$ cat config.mk
export PLATFORM = sky130hd
export DESIGN_NAME = ccpm_top
export DESIGN_NICKNAME = d
export VERILOG_FILES = /design/src/hw/ccpm_ptimer.v /design/src/hw/ccpm_top.v /design/src/hw/ccpm_unit.v
export VERILOG_INCLUDE_DIRS = /design/src /design/src/hw
export SDC_FILE = /design/constraint.sdc
export NUM_CORES = 1
export LEC_CHECK = 0
export BUFFER_PORTS_ARGS = -buffer_cell sky130_fd_sc_hd__buf_2
export CAP_MARGIN = 20
export CORE_ASPECT_RATIO = 0.75
export CORE_UTILIZATION = 55
export DETAILED_ROUTE_END_ITERATION = 8
export PLACE_DENSITY = 0.87
export SLEW_MARGIN = 30
export SYNTH_ARGS = -nofsm -noshare
export SYNTH_HDL_FRONTEND = slang
export SYNTH_SLANG_ARGS = --single-unit
$ cat constraint.sdc
create_clock -name pclk -period 6.4 [get_ports pclk]
set_clock_uncertainty 0.15 [all_clocks]
set_input_delay 0 -clock pclk [delete_from_list [all_inputs] [get_ports pclk]]
set_output_delay 0 -clock pclk [all_outputs]
set_load 0.01 [all_outputs]
$ cat src/hw/ccpm_regs.vh
// Register map, field positions, reset values and mode codes
`ifndef CCPM_REGS_VH
`define CCPM_REGS_VH
// Byte addresses on the register bus
`define CCPM_A_COUNT   8'h00
`define CCPM_A_LIMIT   8'h04
`define CCPM_A_CTRL    8'h08
`define CCPM_A_FLAGS   8'h0c
`define CCPM_A_ROUTE   8'h10
`define CCPM_A_WDOG    8'h14
`define CCPM_A_SHARED  8'h18
`define CCPM_A_U4_CTRL 8'h20
`define CCPM_A_U4_LOW  8'h24
`define CCPM_A_U4_HIGH 8'h28
`define CCPM_A_U5_CTRL 8'h30
`define CCPM_A_U5_LOW  8'h34
`define CCPM_A_U5_HIGH 8'h38
// Period timer control fields
`define CCPM_CTRL_RUN   2
`define CCPM_CTRL_PS_HI 1
`define CCPM_CTRL_PS_LO 0
`define CCPM_CTRL_PO_HI 6
`define CCPM_CTRL_PO_LO 3
// Flag bits
`define CCPM_FLAG_MATCH 0
`define CCPM_FLAG_U4    1
`define CCPM_FLAG_U5    2
// Watchdog control alternate select bit
`define CCPM_WDOG_ALT   4
// Reset values
`define CCPM_LIMIT_RST  8'hff
`define CCPM_ZERO8      8'h00
// Prescaler terminal counts
`define CCPM_PRE_DIV1   4'h0
`define CCPM_PRE_DIV4   4'h3
`define CCPM_PRE_DIV16  4'hf
`define CCPM_PS_DIV1    2'h0
`define CCPM_PS_DIV4    2'h1
// Unit mode codes
`define CCPM_M_OFF      4'h0
`define CCPM_M_TOGGLE   4'h2
`define CCPM_M_CAP_FALL 4'h4
`define CCPM_M_CAP_RISE 4'h5
`define CCPM_M_CAP_4    4'h6
`define CCPM_M_CAP_16   4'h7
`define CCPM_M_CMP_HI   4'h8
`define CCPM_M_CMP_LO   4'h9
`define CCPM_M_CMP_SW   4'ha
`define CCPM_M_CMP_TRIG 4'hb
`define CCPM_CAP_N4     4'h3
`define CCPM_CAP_N16    4'hf
// Routing codes
`define CCPM_RT_ALL_LOW 2'h0
`define CCPM_RT_ONE     2'h1
`define CCPM_RT_TWO     2'h2
`endif

$ cat src/hw/ccpm_ptimer.v
// Period timer: prescaler, 8-bit counter with period match, postscaler
`include "ccpm_regs.vh"
module ccpm_ptimer #(
  parameter W = 8
) (
  // Clock and reset
  input  wire         clk,
  input  wire         rstn,
  // Configuration
  input  wire         run,
  input  wire [1:0]   pre_sel,
  input  wire [3:0]   post_sel,
  input  wire [W-1:0] limit,
  // Software access
  input  wire         cnt_wr,
  input  wire [W-1:0] cnt_wdata,
  input  wire         scal_clr,
  // Results
  output reg  [W-1:0] count_q,
  output wire [1:0]   fine,
  output wire         match,
  output wire         post_pulse
);
  reg  [3:0] pre_q;   // Prescaler counter
  reg  [3:0] post_q;  // Postscaler counter
  wire [3:0] pre_max; // Terminal prescaler count
  wire       tick;    // One increment cycle

  // Prescaler terminal count from the select code
  assign pre_max = (pre_sel == `CCPM_PS_DIV1) ? `CCPM_PRE_DIV1 :
                   (pre_sel == `CCPM_PS_DIV4) ? `CCPM_PRE_DIV4 :
                   `CCPM_PRE_DIV16;
  assign tick = run & (pre_q == pre_max);
  assign match = tick & (count_q == limit);
  assign post_pulse = match & (post_q == post_sel);
  // Sub-cycle phase for the PWM low duty bits
  assign fine = (pre_sel == `CCPM_PS_DIV1) ? 2'h0 :
                (pre_sel == `CCPM_PS_DIV4) ? pre_q[1:0] : pre_q[3:2];

  // Prescaler and postscaler, cleared by count or control writes
  always @(posedge clk or negedge rstn)
  begin
    if (!rstn)
    begin
      pre_q  <= 4'h0;
      post_q <= 4'h0;
    end
    else if (cnt_wr | scal_clr)
    begin
      pre_q  <= 4'h0;
      post_q <= 4'h0;
    end
    else
    begin
      if (run)
        pre_q <= tick ? 4'h0 : pre_q + 4'h1;
      if (match)
        post_q <= post_pulse ? 4'h0 : post_q + 4'h1;
    end
  end

  // Counter; a software write wins over an increment
  always @(posedge clk or negedge rstn)
  begin
    if (!rstn)
      count_q <= {W{1'b0}};
    else if (cnt_wr)
      count_q <= cnt_wdata;
    else if (match)
      count_q <= {W{1'b0}};
    else if (tick)
      count_q <= count_q + {{(W-1){1'b0}}, 1'b1};
  end
endmodule // ccpm_ptimer

$ cat src/hw/ccpm_top.v
// Capture/compare/PWM mode select block with the period timer and APB slave
// What this block does
// - Prescaler divides instruction clock by 1, 4, 16
// - Postscaler 1..16 on matches sets match flag
// - Run bit starts and stops the period timer
// - Count or control write, reset clear scalers
// - Control write leaves the count untouched
// - Count register read/write, reset to zero
// - Count up to limit, then back to zero
// - Limit register read/write, reset value FFh
// - Unscaled match is only a PWM time base
// - PWM duty is ten bits, low byte high
// - Mode zero disables and resets unit state
// - Mode 0010 toggles pin, sets event flag
// - Modes 0100-0111 capture on selected pin edges
// - Modes 1000/1001 init pin low/high (low from mode zero), force on match
// - Mode 1010 flags only, pin shows port latch
// - Mode 1011 special trigger resets timer, starts conversion
// - Capture/compare use timer 1/3, PWM 2/4
// - Control, low and high registers readable writable
// - Routing 00: all units on first/second timers
// - Routing 01: only enhanced unit one on first pair
// - One setting: first two enhanced units on first pair
// - One setting: all units on third/fourth timers
// - Open-drain bit switches output-mode pin driver
// - Open-drain register overlays first timer high byte
// - Period restart sets pin unless duty is zero, latches duty to high
//
// Added by the designer: the APB register port and the register offsets.
`include "ccpm_regs.vh"
module ccpm_top (
  // Clock and reset
  input  wire        pclk,
  input  wire        presetn,
  // APB slave
  input  wire        psel,
  input  wire        penable,
  input  wire        pwrite,
  input  wire [7:0]  paddr,
  input  wire [31:0] pwdata,
  output reg  [31:0] prdata,
  output wire        pready,
  output reg         pslverr,
  // Outside timers
  input  wire [15:0] first_timer_count,
  input  wire [15:0] third_timer_count,
  input  wire [7:0]  second_timer_count,
  input  wire        second_timer_restart,
  // Special event outputs
  output wire        first_timer_reset,
  output wire        third_timer_reset,
  output wire        adc_start,
  // Period timer time base and routing view
  output wire        period_timer_base,
  output wire [4:0]  unit_uses_alt,
  // Unit pins, index 0 is unit four, index 1 is unit five
  input  wire [1:0]  unit_pin_in,
  input  wire [1:0]  unit_port_latch,
  output wire [1:0]  unit_pin_out,
  output wire [1:0]  unit_pin_oe_n
);
  // Software-visible state
  reg  [7:0]  limit_q;     // Period timer limit
  reg  [6:0]  ctrl_q;      // Period timer control
  reg  [2:0]  flag_q;      // Sticky event flags
  reg  [1:0]  route_q;     // Timer routing select
  reg         alt_q;       // Alternate register select
  reg  [4:0]  od_q;        // Open-drain control bits
  // Bus decode
  wire        wr_en;       // Write takes effect this edge
  wire        setup;       // Setup phase of a transfer
  reg  [31:0] rd_val;      // Read value for the held address
  reg         miss;        // Unmapped address
  // Period timer results
  wire [7:0]  pt_count;
  wire [1:0]  pt_fine;
  wire        pt_match;
  wire        pt_post;
  // Unit results
  wire [5:0]  u4_ctrl;
  wire [7:0]  u4_low;
  wire [7:0]  u4_high;
  wire        u4_event;
  wire        u4_trig;
  wire [5:0]  u5_ctrl;
  wire [7:0]  u5_low;
  wire [7:0]  u5_high;
  wire        u5_event;
  wire        u5_trig;
  // Write strobes
  wire        cnt_wr;
  wire        ctl_wr;
  wire        u4_ctrl_wr;
  wire        u4_low_wr;
  wire        u4_high_wr;
  wire        u5_ctrl_wr;
  wire        u5_low_wr;
  wire        u5_high_wr;
  reg  [4:0]  alt_sel;
  wire [2:0]  flag_set;
  wire [2:0]  flag_clr;

  // The slave answers with no wait states
  assign pready = 1'b1;
  assign setup  = psel & ~penable;
  assign wr_en  = psel & penable & pwrite;

  // Write strobes from the held address
  assign cnt_wr     = wr_en & (paddr == `CCPM_A_COUNT);
  assign ctl_wr     = wr_en & (paddr == `CCPM_A_CTRL);
  assign u4_ctrl_wr = wr_en & (paddr == `CCPM_A_U4_CTRL);
  assign u4_low_wr  = wr_en & (paddr == `CCPM_A_U4_LOW);
  assign u4_high_wr = wr_en & (paddr == `CCPM_A_U4_HIGH);
  assign u5_ctrl_wr = wr_en & (paddr == `CCPM_A_U5_CTRL);
  assign u5_low_wr  = wr_en & (paddr == `CCPM_A_U5_LOW);
  assign u5_high_wr = wr_en & (paddr == `CCPM_A_U5_HIGH);

  // Routing: bit n is set when unit n+1 uses the third and fourth timers
  always @*
  begin
    if (route_q == `CCPM_RT_ALL_LOW)
      alt_sel = 5'h00;
    else if (route_q == `CCPM_RT_ONE)
      alt_sel = 5'h1e;
    else if (route_q == `CCPM_RT_TWO)
      alt_sel = 5'h1c;
    else
      alt_sel = 5'h1f;
  end
  assign unit_uses_alt = alt_sel;

  // Read decode; the watchdog word holds only the alternate select bit
  always @*
  begin
    rd_val = 32'h0000_0000;
    miss   = 1'b0;
    if (paddr == `CCPM_A_COUNT)
      rd_val[7:0] = pt_count;
    else if (paddr == `CCPM_A_LIMIT)
      rd_val[7:0] = limit_q;
    else if (paddr == `CCPM_A_CTRL)
      rd_val[6:0] = ctrl_q;
    else if (paddr == `CCPM_A_FLAGS)
      rd_val[2:0] = flag_q;
    else if (paddr == `CCPM_A_ROUTE)
      rd_val[1:0] = route_q;
    else if (paddr == `CCPM_A_WDOG)
      rd_val[`CCPM_WDOG_ALT] = alt_q;
    else if (paddr == `CCPM_A_SHARED)
    begin
      if (alt_q)
        rd_val[4:0] = od_q;
      else
        rd_val[7:0] = first_timer_count[15:8];
    end
    else if (paddr == `CCPM_A_U4_CTRL)
      rd_val[5:0] = u4_ctrl;
    else if (paddr == `CCPM_A_U4_LOW)
      rd_val[7:0] = u4_low;
    else if (paddr == `CCPM_A_U4_HIGH)
      rd_val[7:0] = u4_high;
    else if (paddr == `CCPM_A_U5_CTRL)
      rd_val[5:0] = u5_ctrl;
    else if (paddr == `CCPM_A_U5_LOW)
      rd_val[7:0] = u5_low;
    else if (paddr == `CCPM_A_U5_HIGH)
      rd_val[7:0] = u5_high;
    else
      miss = 1'b1;
  end

  // Read data and error are captured in the setup phase, so they come
  // from flops and are stable for the whole access phase
  always @(posedge pclk or negedge presetn)
  begin
    if (!presetn)
    begin
      prdata  <= 32'h0000_0000;
      pslverr <= 1'b0;
    end
    else if (setup)
    begin
      prdata  <= pwrite ? 32'h0000_0000 : rd_val;
      pslverr <= miss;
    end
  end

  // Configuration registers
  always @(posedge pclk or negedge presetn)
  begin
    if (!presetn)
    begin
      limit_q <= `CCPM_LIMIT_RST;
      ctrl_q  <= 7'h00;
      route_q <= `CCPM_RT_ALL_LOW;
      alt_q   <= 1'b0;
      od_q    <= 5'h00;
    end
    else if (wr_en)
    begin
      if (paddr == `CCPM_A_LIMIT)
        limit_q <= pwdata[7:0];
      else if (paddr == `CCPM_A_CTRL)
        ctrl_q <= pwdata[6:0];
      else if (paddr == `CCPM_A_ROUTE)
        route_q <= pwdata[1:0];
      else if (paddr == `CCPM_A_WDOG)
        alt_q <= pwdata[`CCPM_WDOG_ALT];
      else if ((paddr == `CCPM_A_SHARED) & alt_q)
        od_q <= pwdata[4:0];
    end
  end

  // Sticky flags, write one to clear; a set in the same cycle wins
  assign flag_set = {u5_event, u4_event, pt_post};
  assign flag_clr = (wr_en & (paddr == `CCPM_A_FLAGS)) ? pwdata[2:0] : 3'h0;
  always @(posedge pclk or negedge presetn)
  begin
    if (!presetn)
      flag_q <= 3'h0;
    else
      flag_q <= (flag_q & ~flag_clr) | flag_set;
  end

  // Period timer, the fourth timer
  ccpm_ptimer #(
    .W (8)
  ) u_ptimer (
    .clk        (pclk),
    .rstn       (presetn),
    .run        (ctrl_q[`CCPM_CTRL_RUN]),
    .pre_sel    (ctrl_q[`CCPM_CTRL_PS_HI:`CCPM_CTRL_PS_LO]),
    .post_sel   (ctrl_q[`CCPM_CTRL_PO_HI:`CCPM_CTRL_PO_LO]),
    .limit      (limit_q),
    .cnt_wr     (cnt_wr),
    .cnt_wdata  (pwdata[7:0]),
    .scal_clr   (ctl_wr),
    .count_q    (pt_count),
    .fine       (pt_fine),
    .match      (pt_match),
    .post_pulse (pt_post)
  );
  // The unscaled match leaves only as a PWM time base
  assign period_timer_base = pt_match;

  // Unit four
  ccpm_unit u_unit4 (
    .clk         (pclk),
    .rstn        (presetn),
    .ctrl_wr     (u4_ctrl_wr),
    .low_wr      (u4_low_wr),
    .high_wr     (u4_high_wr),
    .wdata       (pwdata[7:0]),
    .cc_count    (alt_sel[3] ? third_timer_count : first_timer_count),
    .pwm_count   (alt_sel[3] ? pt_count : second_timer_count),
    .pwm_fine    (alt_sel[3] ? pt_fine : 2'h0),
    .pwm_restart (alt_sel[3] ? pt_match : second_timer_restart),
    .pin_in      (unit_pin_in[0]),
    .port_latch  (unit_port_latch[0]),
    .open_drain  (od_q[3]),
    .ctrl_q      (u4_ctrl),
    .low_q       (u4_low),
    .high_q      (u4_high),
    .event_q     (u4_event),
    .trig_q      (u4_trig),
    .pin_out_q   (unit_pin_out[0]),
    .pin_oe_n_q  (unit_pin_oe_n[0])
  );

  // Unit five
  ccpm_unit u_unit5 (
    .clk         (pclk),
    .rstn        (presetn),
    .ctrl_wr     (u5_ctrl_wr),
    .low_wr      (u5_low_wr),
    .high_wr     (u5_high_wr),
    .wdata       (pwdata[7:0]),
    .cc_count    (alt_sel[4] ? third_timer_count : first_timer_count),
    .pwm_count   (alt_sel[4] ? pt_count : second_timer_count),
    .pwm_fine    (alt_sel[4] ? pt_fine : 2'h0),
    .pwm_restart (alt_sel[4] ? pt_match : second_timer_restart),
    .pin_in      (unit_pin_in[1]),
    .port_latch  (unit_port_latch[1]),
    .open_drain  (od_q[4]),
    .ctrl_q      (u5_ctrl),
    .low_q       (u5_low),
    .high_q      (u5_high),
    .event_q     (u5_event),
    .trig_q      (u5_trig),
    .pin_out_q   (unit_pin_out[1]),
    .pin_oe_n_q  (unit_pin_oe_n[1])
  );

  // Special event trigger resets whichever timer the unit uses
  assign first_timer_reset = (u4_trig & ~alt_sel[3]) | (u5_trig & ~alt_sel[4]);
  assign third_timer_reset = (u4_trig & alt_sel[3]) | (u5_trig & alt_sel[4]);
  assign adc_start         = u4_trig | u5_trig;
endmodule // ccpm_top

$ cat src/hw/ccpm_unit.v
// One capture/compare/PWM unit with its control and data registers
`include "ccpm_regs.vh"
module ccpm_unit (
  // Clock and reset
  input  wire        clk,
  input  wire        rstn,
  // Register writes
  input  wire        ctrl_wr,
  input  wire        low_wr,
  input  wire        high_wr,
  input  wire [7:0]  wdata,
  // Time bases
  input  wire [15:0] cc_count,
  input  wire [7:0]  pwm_count,
  input  wire [1:0]  pwm_fine,
  input  wire        pwm_restart,
  // Pin side
  input  wire        pin_in,
  input  wire        port_latch,
  input  wire        open_drain,
  // Register contents and events
  output reg  [5:0]  ctrl_q,
  output reg  [7:0]  low_q,
  output reg  [7:0]  high_q,
  output reg         event_q,
  output reg         trig_q,
  output reg         pin_out_q,
  output reg         pin_oe_n_q
);
  wire [3:0] mode   = ctrl_q[3:0];
  wire       is_cap = (mode[3:2] == 2'b01);
  wire       is_pwm = (mode[3:2] == 2'b11);
  wire       is_cmp = (mode == `CCPM_M_TOGGLE) | (mode[3:2] == 2'b10);
  reg        pin_q;   // Previous pin sample
  reg  [3:0] pre_q;   // Capture edge prescaler
  reg        eq_q;    // Previous compare equality
  reg        lat_q;   // Output latch
  reg  [1:0] dlat_q;  // Latched duty low bits
  wire       rise = pin_in & ~pin_q;
  wire       fall = ~pin_in & pin_q;
  wire       eq   = (cc_count == {high_q, low_q});
  wire       hit  = is_cmp & eq & ~eq_q;
  wire [9:0] duty = {low_q, ctrl_q[5:4]};
  reg        cap;
  reg        drive;

  // Capture event selection
  always @*
  begin
    cap = 1'b0;
    case (mode)
      `CCPM_M_CAP_FALL: cap = fall;
      `CCPM_M_CAP_RISE: cap = rise;
      `CCPM_M_CAP_4:    cap = rise & (pre_q[1:0] == `CCPM_CAP_N4);
      `CCPM_M_CAP_16:   cap = rise & (pre_q == `CCPM_CAP_N16);
      default:          cap = 1'b0;
    endcase
  end

  // Registers, capture, compare and PWM state
  always @(posedge clk or negedge rstn)
  begin
    if (!rstn)
    begin
      ctrl_q <= 6'h00;
      low_q  <= 8'h00;
      high_q <= 8'h00;
      pin_q  <= 1'b0;
      pre_q  <= 4'h0;
      eq_q   <= 1'b0;
      lat_q  <= 1'b0;
      dlat_q <= 2'h0;
      event_q <= 1'b0;
      trig_q <= 1'b0;
    end
    else
    begin
      pin_q   <= pin_in;
      eq_q    <= eq;
      event_q <= cap | hit;
      trig_q  <= hit & (mode == `CCPM_M_CMP_TRIG);
      // Edge prescaler only counts while capturing
      if (!is_cap)
        pre_q <= 4'h0;
      else if (rise)
        pre_q <= pre_q + 4'h1;
      if (ctrl_wr)
        ctrl_q <= wdata[5:0];
      // Software writes win over a capture in the same cycle
      if (low_wr)
        low_q <= wdata;
      else if (cap)
        low_q <= cc_count[7:0];
      if (high_wr)
        high_q <= wdata;
      else if (cap)
        high_q <= cc_count[15:8];
      else if (is_pwm & pwm_restart)
        high_q <= low_q;
      // Output latch
      if (mode == `CCPM_M_OFF)
      begin
        lat_q  <= 1'b0;
        dlat_q <= 2'h0;
      end
      else if (ctrl_wr & (wdata[3:0] == `CCPM_M_CMP_HI))
        lat_q <= 1'b0;
      else if (ctrl_wr & (wdata[3:0] == `CCPM_M_CMP_LO))
        lat_q <= 1'b1;
      else if (hit & (mode == `CCPM_M_TOGGLE))
        lat_q <= ~lat_q;
      else if (hit & (mode == `CCPM_M_CMP_HI))
        lat_q <= 1'b1;
      else if (hit & (mode == `CCPM_M_CMP_LO))
        lat_q <= 1'b0;
      else if (is_pwm & pwm_restart)
      begin
        lat_q  <= (duty != 10'h000);
        dlat_q <= ctrl_q[5:4];
      end
      else if (is_pwm & ({pwm_count, pwm_fine} == {high_q, dlat_q}))
        lat_q <= 1'b0;
    end
  end

  // Pin driver; software-interrupt mode shows the port latch
  always @*
  begin
    drive = (mode == `CCPM_M_CMP_SW) ? port_latch : lat_q;
  end

  always @(posedge clk or negedge rstn)
  begin
    if (!rstn)
    begin
      pin_out_q  <= 1'b0;
      pin_oe_n_q <= 1'b1;
    end
    else if ((is_cmp | is_pwm) & open_drain)
    begin
      pin_out_q  <= 1'b0;
      pin_oe_n_q <= drive;
    end
    else if (is_cmp | is_pwm)
    begin
      pin_out_q  <= drive;
      pin_oe_n_q <= 1'b0;
    end
    else
    begin
      pin_out_q  <= 1'b0;
      pin_oe_n_q <= 1'b1;
    end
  end
endmodule // ccpm_unit

# --- Word-level counts from Yosys, hierarchy flattened ---
# Index checks and enable logic that the tools add are counted.
totals:
  ramBits: 0
  word_cells: 330
  register_bits: 145
  rom_bits: 0
  input_bits: 90
  out_inout_bits: 47
  latch_bits: 0
  mem_count: 0
classes:
  n_addsub: 5
  muxes: 123
  n_div: 0
  eq_ne: 64
  bitwise_logic: 78
  order_cmp: 0
  shifts: 0
  n_reduce_logical: 25
  multipliers: 0
ops:
  columns: ["cell", "count"]
  rows:
  - ["$mux 8", 29]
  - ["$mux 4", 13]
  - ["$and 1x1->1", 50]
  - ["$eq 4x4->1 const B", 12]
  - ["$eq 8x6->1 const B", 6]
  - ["$mux 2", 22]
  - ["$mux 1", 43]
  - ["$eq 16x16->1", 2]
  - ["$eq 4x3->1 const B", 8]
  - ["$mux 16", 2]
  - ["$eq 8x5->1 const B", 3]
  - ["$eq 10x10->1", 2]
  - ["$mux 5", 4]
  - ["$ne 2x1->1 const B", 10]
  - ["$reduce_bool 10->1", 2]
  - ["$mux 6", 3]
  - ["$reduce_and 6->1", 3]
  - ["$add 4x1->4 const B", 4]
  - ["$eq 8x4->1 const B", 2]
  - ["$reduce_bool 8->1", 2]
  - ["$not 1->1", 15]
  - ["$eq 2x2->1 const B", 7]
  - ["$mux 3", 4]
  - ["$reduce_bool 2->1", 6]
  - ["other kinds (21)", 41]

# --- Logic depth before layout (Yosys ltp) ---
logic_depth:
  depth_word: 21
  depth_mapped: 11
  ltp_nobuf: 9

# --- Modules after synthesis ---
# A second synthesis with hierarchy kept.
unflattened:
  hier_cells: 902
  hier_area_um2: 8479.4
by_module_without_submodules:
  columns: ["mod", "cells_per_inst", "seq_area_each_um2", "n_inst", "area_each_um2"]
  rows:
  - ["ccpm_top", 349, 885.8, 1, 3115.5]
  - ["ccpm_unit at u_unit4", 209, 877.1, 1, 2118.3]
  - ["ccpm_unit at u_unit5", 212, 877.1, 1, 2082.0]
  - ["ccpm_ptimer", 132, 400.4, 1, 1163.6]

# --- Least setup slack after synthesis ---
# No wires, ideal clock.
synth_timing:
  kind: "register to register"
  start: "register ctrl_q[1]"
  end: "register u_unit5.high_q[6]"
  path_stages_with_launch: 11
  n_path_buf: 2
  arrival_ns: 2.023
  period_less_slack_ns: 2.294
  required_ns: 6.129
  setup_slack_ns: 4.106
  setup_time_ns: 0.121
  cell_sequence: "dfrtp_1 -> buf_6 -> nor4_4 -> o221ai_2 -> nor3_4 -> mux2i_4 -> nor2_4 -> or2_1 -> buf_4 -> o21ai_1 -> o22a_1"
synth_between:
  elab_chain_len: 9
  elab_cells_between_ends: 10
  cone_classes: "eq/ne: 2; mux: 3; bitwise: 3; reduce/logical: 2"
synth_lines:
  columns: ["item", "line_no", "text"]
  rows:
  - ["from (decl)", "ccpm_top.v:64", "reg [6:0] ctrl_q;"]
  - ["from (signal assigned)", "ccpm_top.v:204", "ctrl_q <= pwdata[6:0];"]
  - ["$eq 2x1->1 (no source line)", null, null]
  - ["$mux 4 (no source line)", null, null]
  - ["$mux 4 (no source line) *", null, null]
  - ["$eq 4x4->1 *", "ccpm_ptimer.v:33", "assign tick = run & (pre_q == pre_max);"]
  - ["$and 1x1->1 *", "ccpm_ptimer.v:33", null]
  - ["$and 1x1->1 *", "ccpm_ptimer.v:34", "assign match = tick & (count_q == limit);"]
  - ["$mux 1 *", "ccpm_top.v:281", ".pwm_restart (alt_sel[4] ? pt_match : second_timer_restart),"]
  - ["$and 1x1->1 *", "ccpm_unit.v:98", "else if (is_pwm & pwm_restart)"]
  - ["$reduce_bool 3->1 (no source line) *", null, null]
  - ["to (signal assigned)", "ccpm_unit.v:95", "high_q <= wdata;"]
  - ["to (signal assigned)", "ccpm_unit.v:97", "high_q <= cc_count[15:8];"]
  - ["to (signal assigned)", "ccpm_unit.v:99", "high_q <= low_q;"]
  - ["to (decl)", "ccpm_unit.v:24", "output reg [7:0] high_q,"]
# Every way passes the cells marked *; elsewhere a longest branch is shown, timed or not.
# A chain may end at the register's enable or synchronous reset.

# --- Worst setup path after layout ---
layout_timing:
  start: "register ctrl_q[1]"
  end: "register u_unit4.high_q[2]"
layout_between:
  elab_chain_len: 9
  elab_cells_between_ends: 10
  cone_classes: "eq/ne: 2; mux: 3; bitwise: 3; reduce/logical: 2"
layout_lines:
  columns: ["item", "line_no", "text"]
  rows:
  - ["$eq 2x1->1 (no source line)", null, null]
  - ["$mux 4 (no source line)", null, null]
  - ["$mux 4 (no source line) *", null, null]
  - ["$eq 4x4->1 *", "ccpm_ptimer.v:33", null]
  - ["$and 1x1->1 *", "ccpm_ptimer.v:33", null]
  - ["$and 1x1->1 *", "ccpm_ptimer.v:34", null]
  - ["$mux 1 *", "ccpm_top.v:257", ".pwm_restart (alt_sel[3] ? pt_match : second_timer_restart),"]
  - ["$and 1x1->1 *", "ccpm_unit.v:98", null]
  - ["$reduce_bool 3->1 (no source line) *", null, null]
  - ["to (signal assigned)", "ccpm_unit.v:95", null]
  - ["to (signal assigned)", "ccpm_unit.v:97", null]
  - ["to (signal assigned)", "ccpm_unit.v:99", null]
  - ["to (decl)", "ccpm_unit.v:24", null]
# Marks and branches as above.

==> metrics.txt <==
Slew headroom=39.8%; number of synthesized flops with an enable pin=0; Ys Warns=0; clock-pin transition on the worst setup and hold timing paths=around 60 ps; I/O Buffers=87; dpl hpwl=20.8 mm; top cells by area, synth=dfrtp_1, mux2_2, nand2_1, mux2i_1, nor2_1; Worst Max-Slew Pin Slew=890 ps; CTS tree=done; Peak Freq=between 0.2 and 0.3 GHz; clk sink count=~120; Final Non-Filler Cells=1,288; DRT antenna net count=0; register area share after synthesis=between 30% and 40%; syn avg cell area=between 8 and 9 µm²; Crit. End Element=register; share of cells above drive strength 1=approximately 18%; dominant cell by count in the synthesized netlist=nand2_1; Slew Limit Fails=0; TNS Setup=0 ps; fin crit period=between 3000 and 4000 ps; I/O pins=137; Max Cap Viol=0; CTS Root Cell=clkbuf_16; status=completed; Post-synth ARST share=100%; Yosys cell types=74; worst-path maximum fanout=16; worst reg-to-reg path cell count=10; Final Worst Setup Slack=2720 ps; uppermost layer routed=met4; Tot GR Track Use=37.9%; most frequent cells after synthesis=nand2_1, dfrtp_1, nor2_1; initial antenna violation count=0; dpl ws=3180 ps; Initial Util=56.2%; GRT overflow=0; dpl cells=1,230; met2 WL=approximately 13 mm; core area=~15,000 µm²; CP Class=register to register; synthesis-stage register bit count=121; peak supply drop=0.167 mV; post-synth design cell area=roughly 8500 µm²; LEAKAGE=4.25 nW; post-synthesis mux area share=between 10% and 20%; wire per inst=about 23 µm; RSZ-0062 raised after global routing=false; Final Setup Violations=0; CP arrival=a little under 4000 ps; Primary FF master, synth=dfrtp_1; CTS buffer count=17; post-synthesis simple-gate area fraction=19.3%; drt total wl=29.7 mm; DR vias=8,524; Placed Area=8850 µm²; worst path required time=6610 ps; R2R Setup Slk=around 2700 ps; DIE WIDTH=around 150 µm; row count=39; H-tree Lvls=4; Hold Fails Final Rpt=0; area growth from synthesis to layout=14.2%; Synth Area in Adders=less than 1%; Post-route DRC=0; 1st-iter DRT viols=1,193; Compound-Gate Fraction of Synth Area=19.9%; Clk Latency, worst-skew pair=430 ps; Ant. Diodes=0; Yosys top cell by area=dfrtp_1; largest family of logic cells by synthesized area=compound AO/OA/AOI/OAI gates; first drt pass iteration count=7; largest net degree at the start of global routing=67; Period Utilization, post-route=57.4%; Die Ht=110 µm; number of global-route vias before repair=7,788; Critical R2R Capture=u_unit4.high_q[2]$_DFFE_PN0P_; postcts setup bufs=0; Synth Instances=1,003; wire length of the first global-routing pass=approximately 45 mm; share of the synthesized area in the top cell type=32.6%; Met1 Wirelength=~12 mm; Vias per Instance=6.62; Die Area=16,000 µm²; critical path startpoint category=register; fin area=9740 µm²; PwrDens=228 nW/µm²; Longest Clk Path Bufs=2; # fillers=approximately 1,200; Synth Area in XOR/XNOR=under 10%; launch point of the worst reg-to-reg path=ctrl_q[1]$_DFFE_PN0P_; Final Net Count=1,165; wire length on met3=4.20 mm; routability cong.=roughly 1.0; HP Class=input pin to async pin
## worst max-delay path by stage
stage / startpoint / to / slack [ps] / cells past startpoint
3_5_place_dp: ctrl_q[1]$_DFFE_PN0P_ / u_unit5.high_q[1]$_DFFE_PN0P_ / 3180 / 9
3_3_place_gp: ctrl_q[1]$_DFFE_PN0P_ / u_unit5.high_q[1]$_DFFE_PN0P_ / 3220 / 9
4_1_cts: ctrl_q[1]$_DFFE_PN0P_ / u_unit4.high_q[2]$_DFFE_PN0P_ / 2790 / 10
6_report: ctrl_q[1]$_DFFE_PN0P_ / u_unit4.high_q[2]$_DFFE_PN0P_ / 2720 / 10
5_1_grt: ctrl_q[1]$_DFFE_PN0P_ / u_unit4.high_q[2]$_DFFE_PN0P_ / 2590 / 10
2_1_floorplan: ctrl_q[1]$_DFFE_PN0P_ / u_unit5.high_q[6]$_DFFE_PN0P_ / 4110 / 10
## where the power goes
part	leakage [nW]	switching (W)	internal (W)
combinational	2.39	0.000167	0.000121
sequential	1.56	0.0000803	0.000800
clock	0.305	0.000420	0.000631
total	4.25	0.000667	0.00155
## layout make-up
| type | instances | area, µm² | share of cell area (%) |
|---|---|---|---|
| well taps | 205 | 256 | 2.63 |
| repair buffers | 118 | 736 | 7.55 |
| clock inverters | 15 | 205 | 2.11 |
| inverters | 36 | 140 | 1.44 |
| multi-input cells | 776 | 4940 | 50.7 |
| clock buffers | 17 | 425 | 4.37 |
| flip-flops and latches | 121 | 3040 | 31.2 |
## cells by family (layout without fill, tap and decap cells)
kind of cell             after synthesis  count (layout)
AO/OA/AOI/OAI                        259             259
XOR/XNOR                              66              66
adder cells (fa/ha/maj)                5               5
buffers and inverters                129             186
flip-flops                           121             121
multiplexers                          80              80
other                                  2              25
AND/OR/NAND/NOR                      341             341
## state kept, by name, summed over array words and instances (netlist names), 6 cells and up
signal,flops
limit_q,8
prdata,8
u_ptimer.count_q,8
u_unit4.high_q,8
u_unit4.low_q,8
u_unit5.high_q,8
u_unit5.low_q,8
ctrl_q,7
u_unit4.ctrl_q,6
u_unit5.ctrl_q,6
## timing repair
item / 4_1_cts / 5_1_grt
setup endpoints to repair: 0 / 0
gates resized for setup: 0 / 0
hold buffers: 26 / 0
hold endpoints to repair: 136 / 0
## per-stage QoR
stage                     hold slack, ps  util, %  power, W
after global routing                29.5     64.2   0.00229
after global placement             -50.9     58.3   0.00114
final                               19.9     64.2   0.00222
after detailed placement           -57.6     58.3   0.00115
after floorplan                     -446        -   0.00104
after CTS                          0.722     64.2   0.00220
## worst max-delay path, stage by stage, from the launching register on
cell and delay (ps):
dfrtp_1 500, nor4_4 320, o221ai_2 130, buf_4 220, nor3_4 730, mux2i_4 190
or2_4 310, nand2b_2 190, o211ai_1 130, a31oi_1 160, dlygate4sd3_1 560
## routing by layer
| layer | up-vias | global-route usage [%] |
|---|---|---|
| met2 | 655 | 57.3 |
| met5 | - | 0 |
| li1 | 3683 | - |
| met4 | 0 | 15.3 |
| met3 | 118 | 11.8 |
| met1 | 4068 | 50.7 |
## cells in the final DEF, fill, tap and decap left out, types with 21 or more instances in the layout
cell	n
conb_1	25
buf_2	86
xor2_1	25
mux2i_1	39
dlygate4sd3_1	26
dfrtp_1	111
nor2_1	100
mux2_2	40
o21ai_0	57
xnor2_1	41
a21oi_1	64
inv_1	35
nand2_1	112
a31oi_1	21
Power figures use the tool's default switching activity.
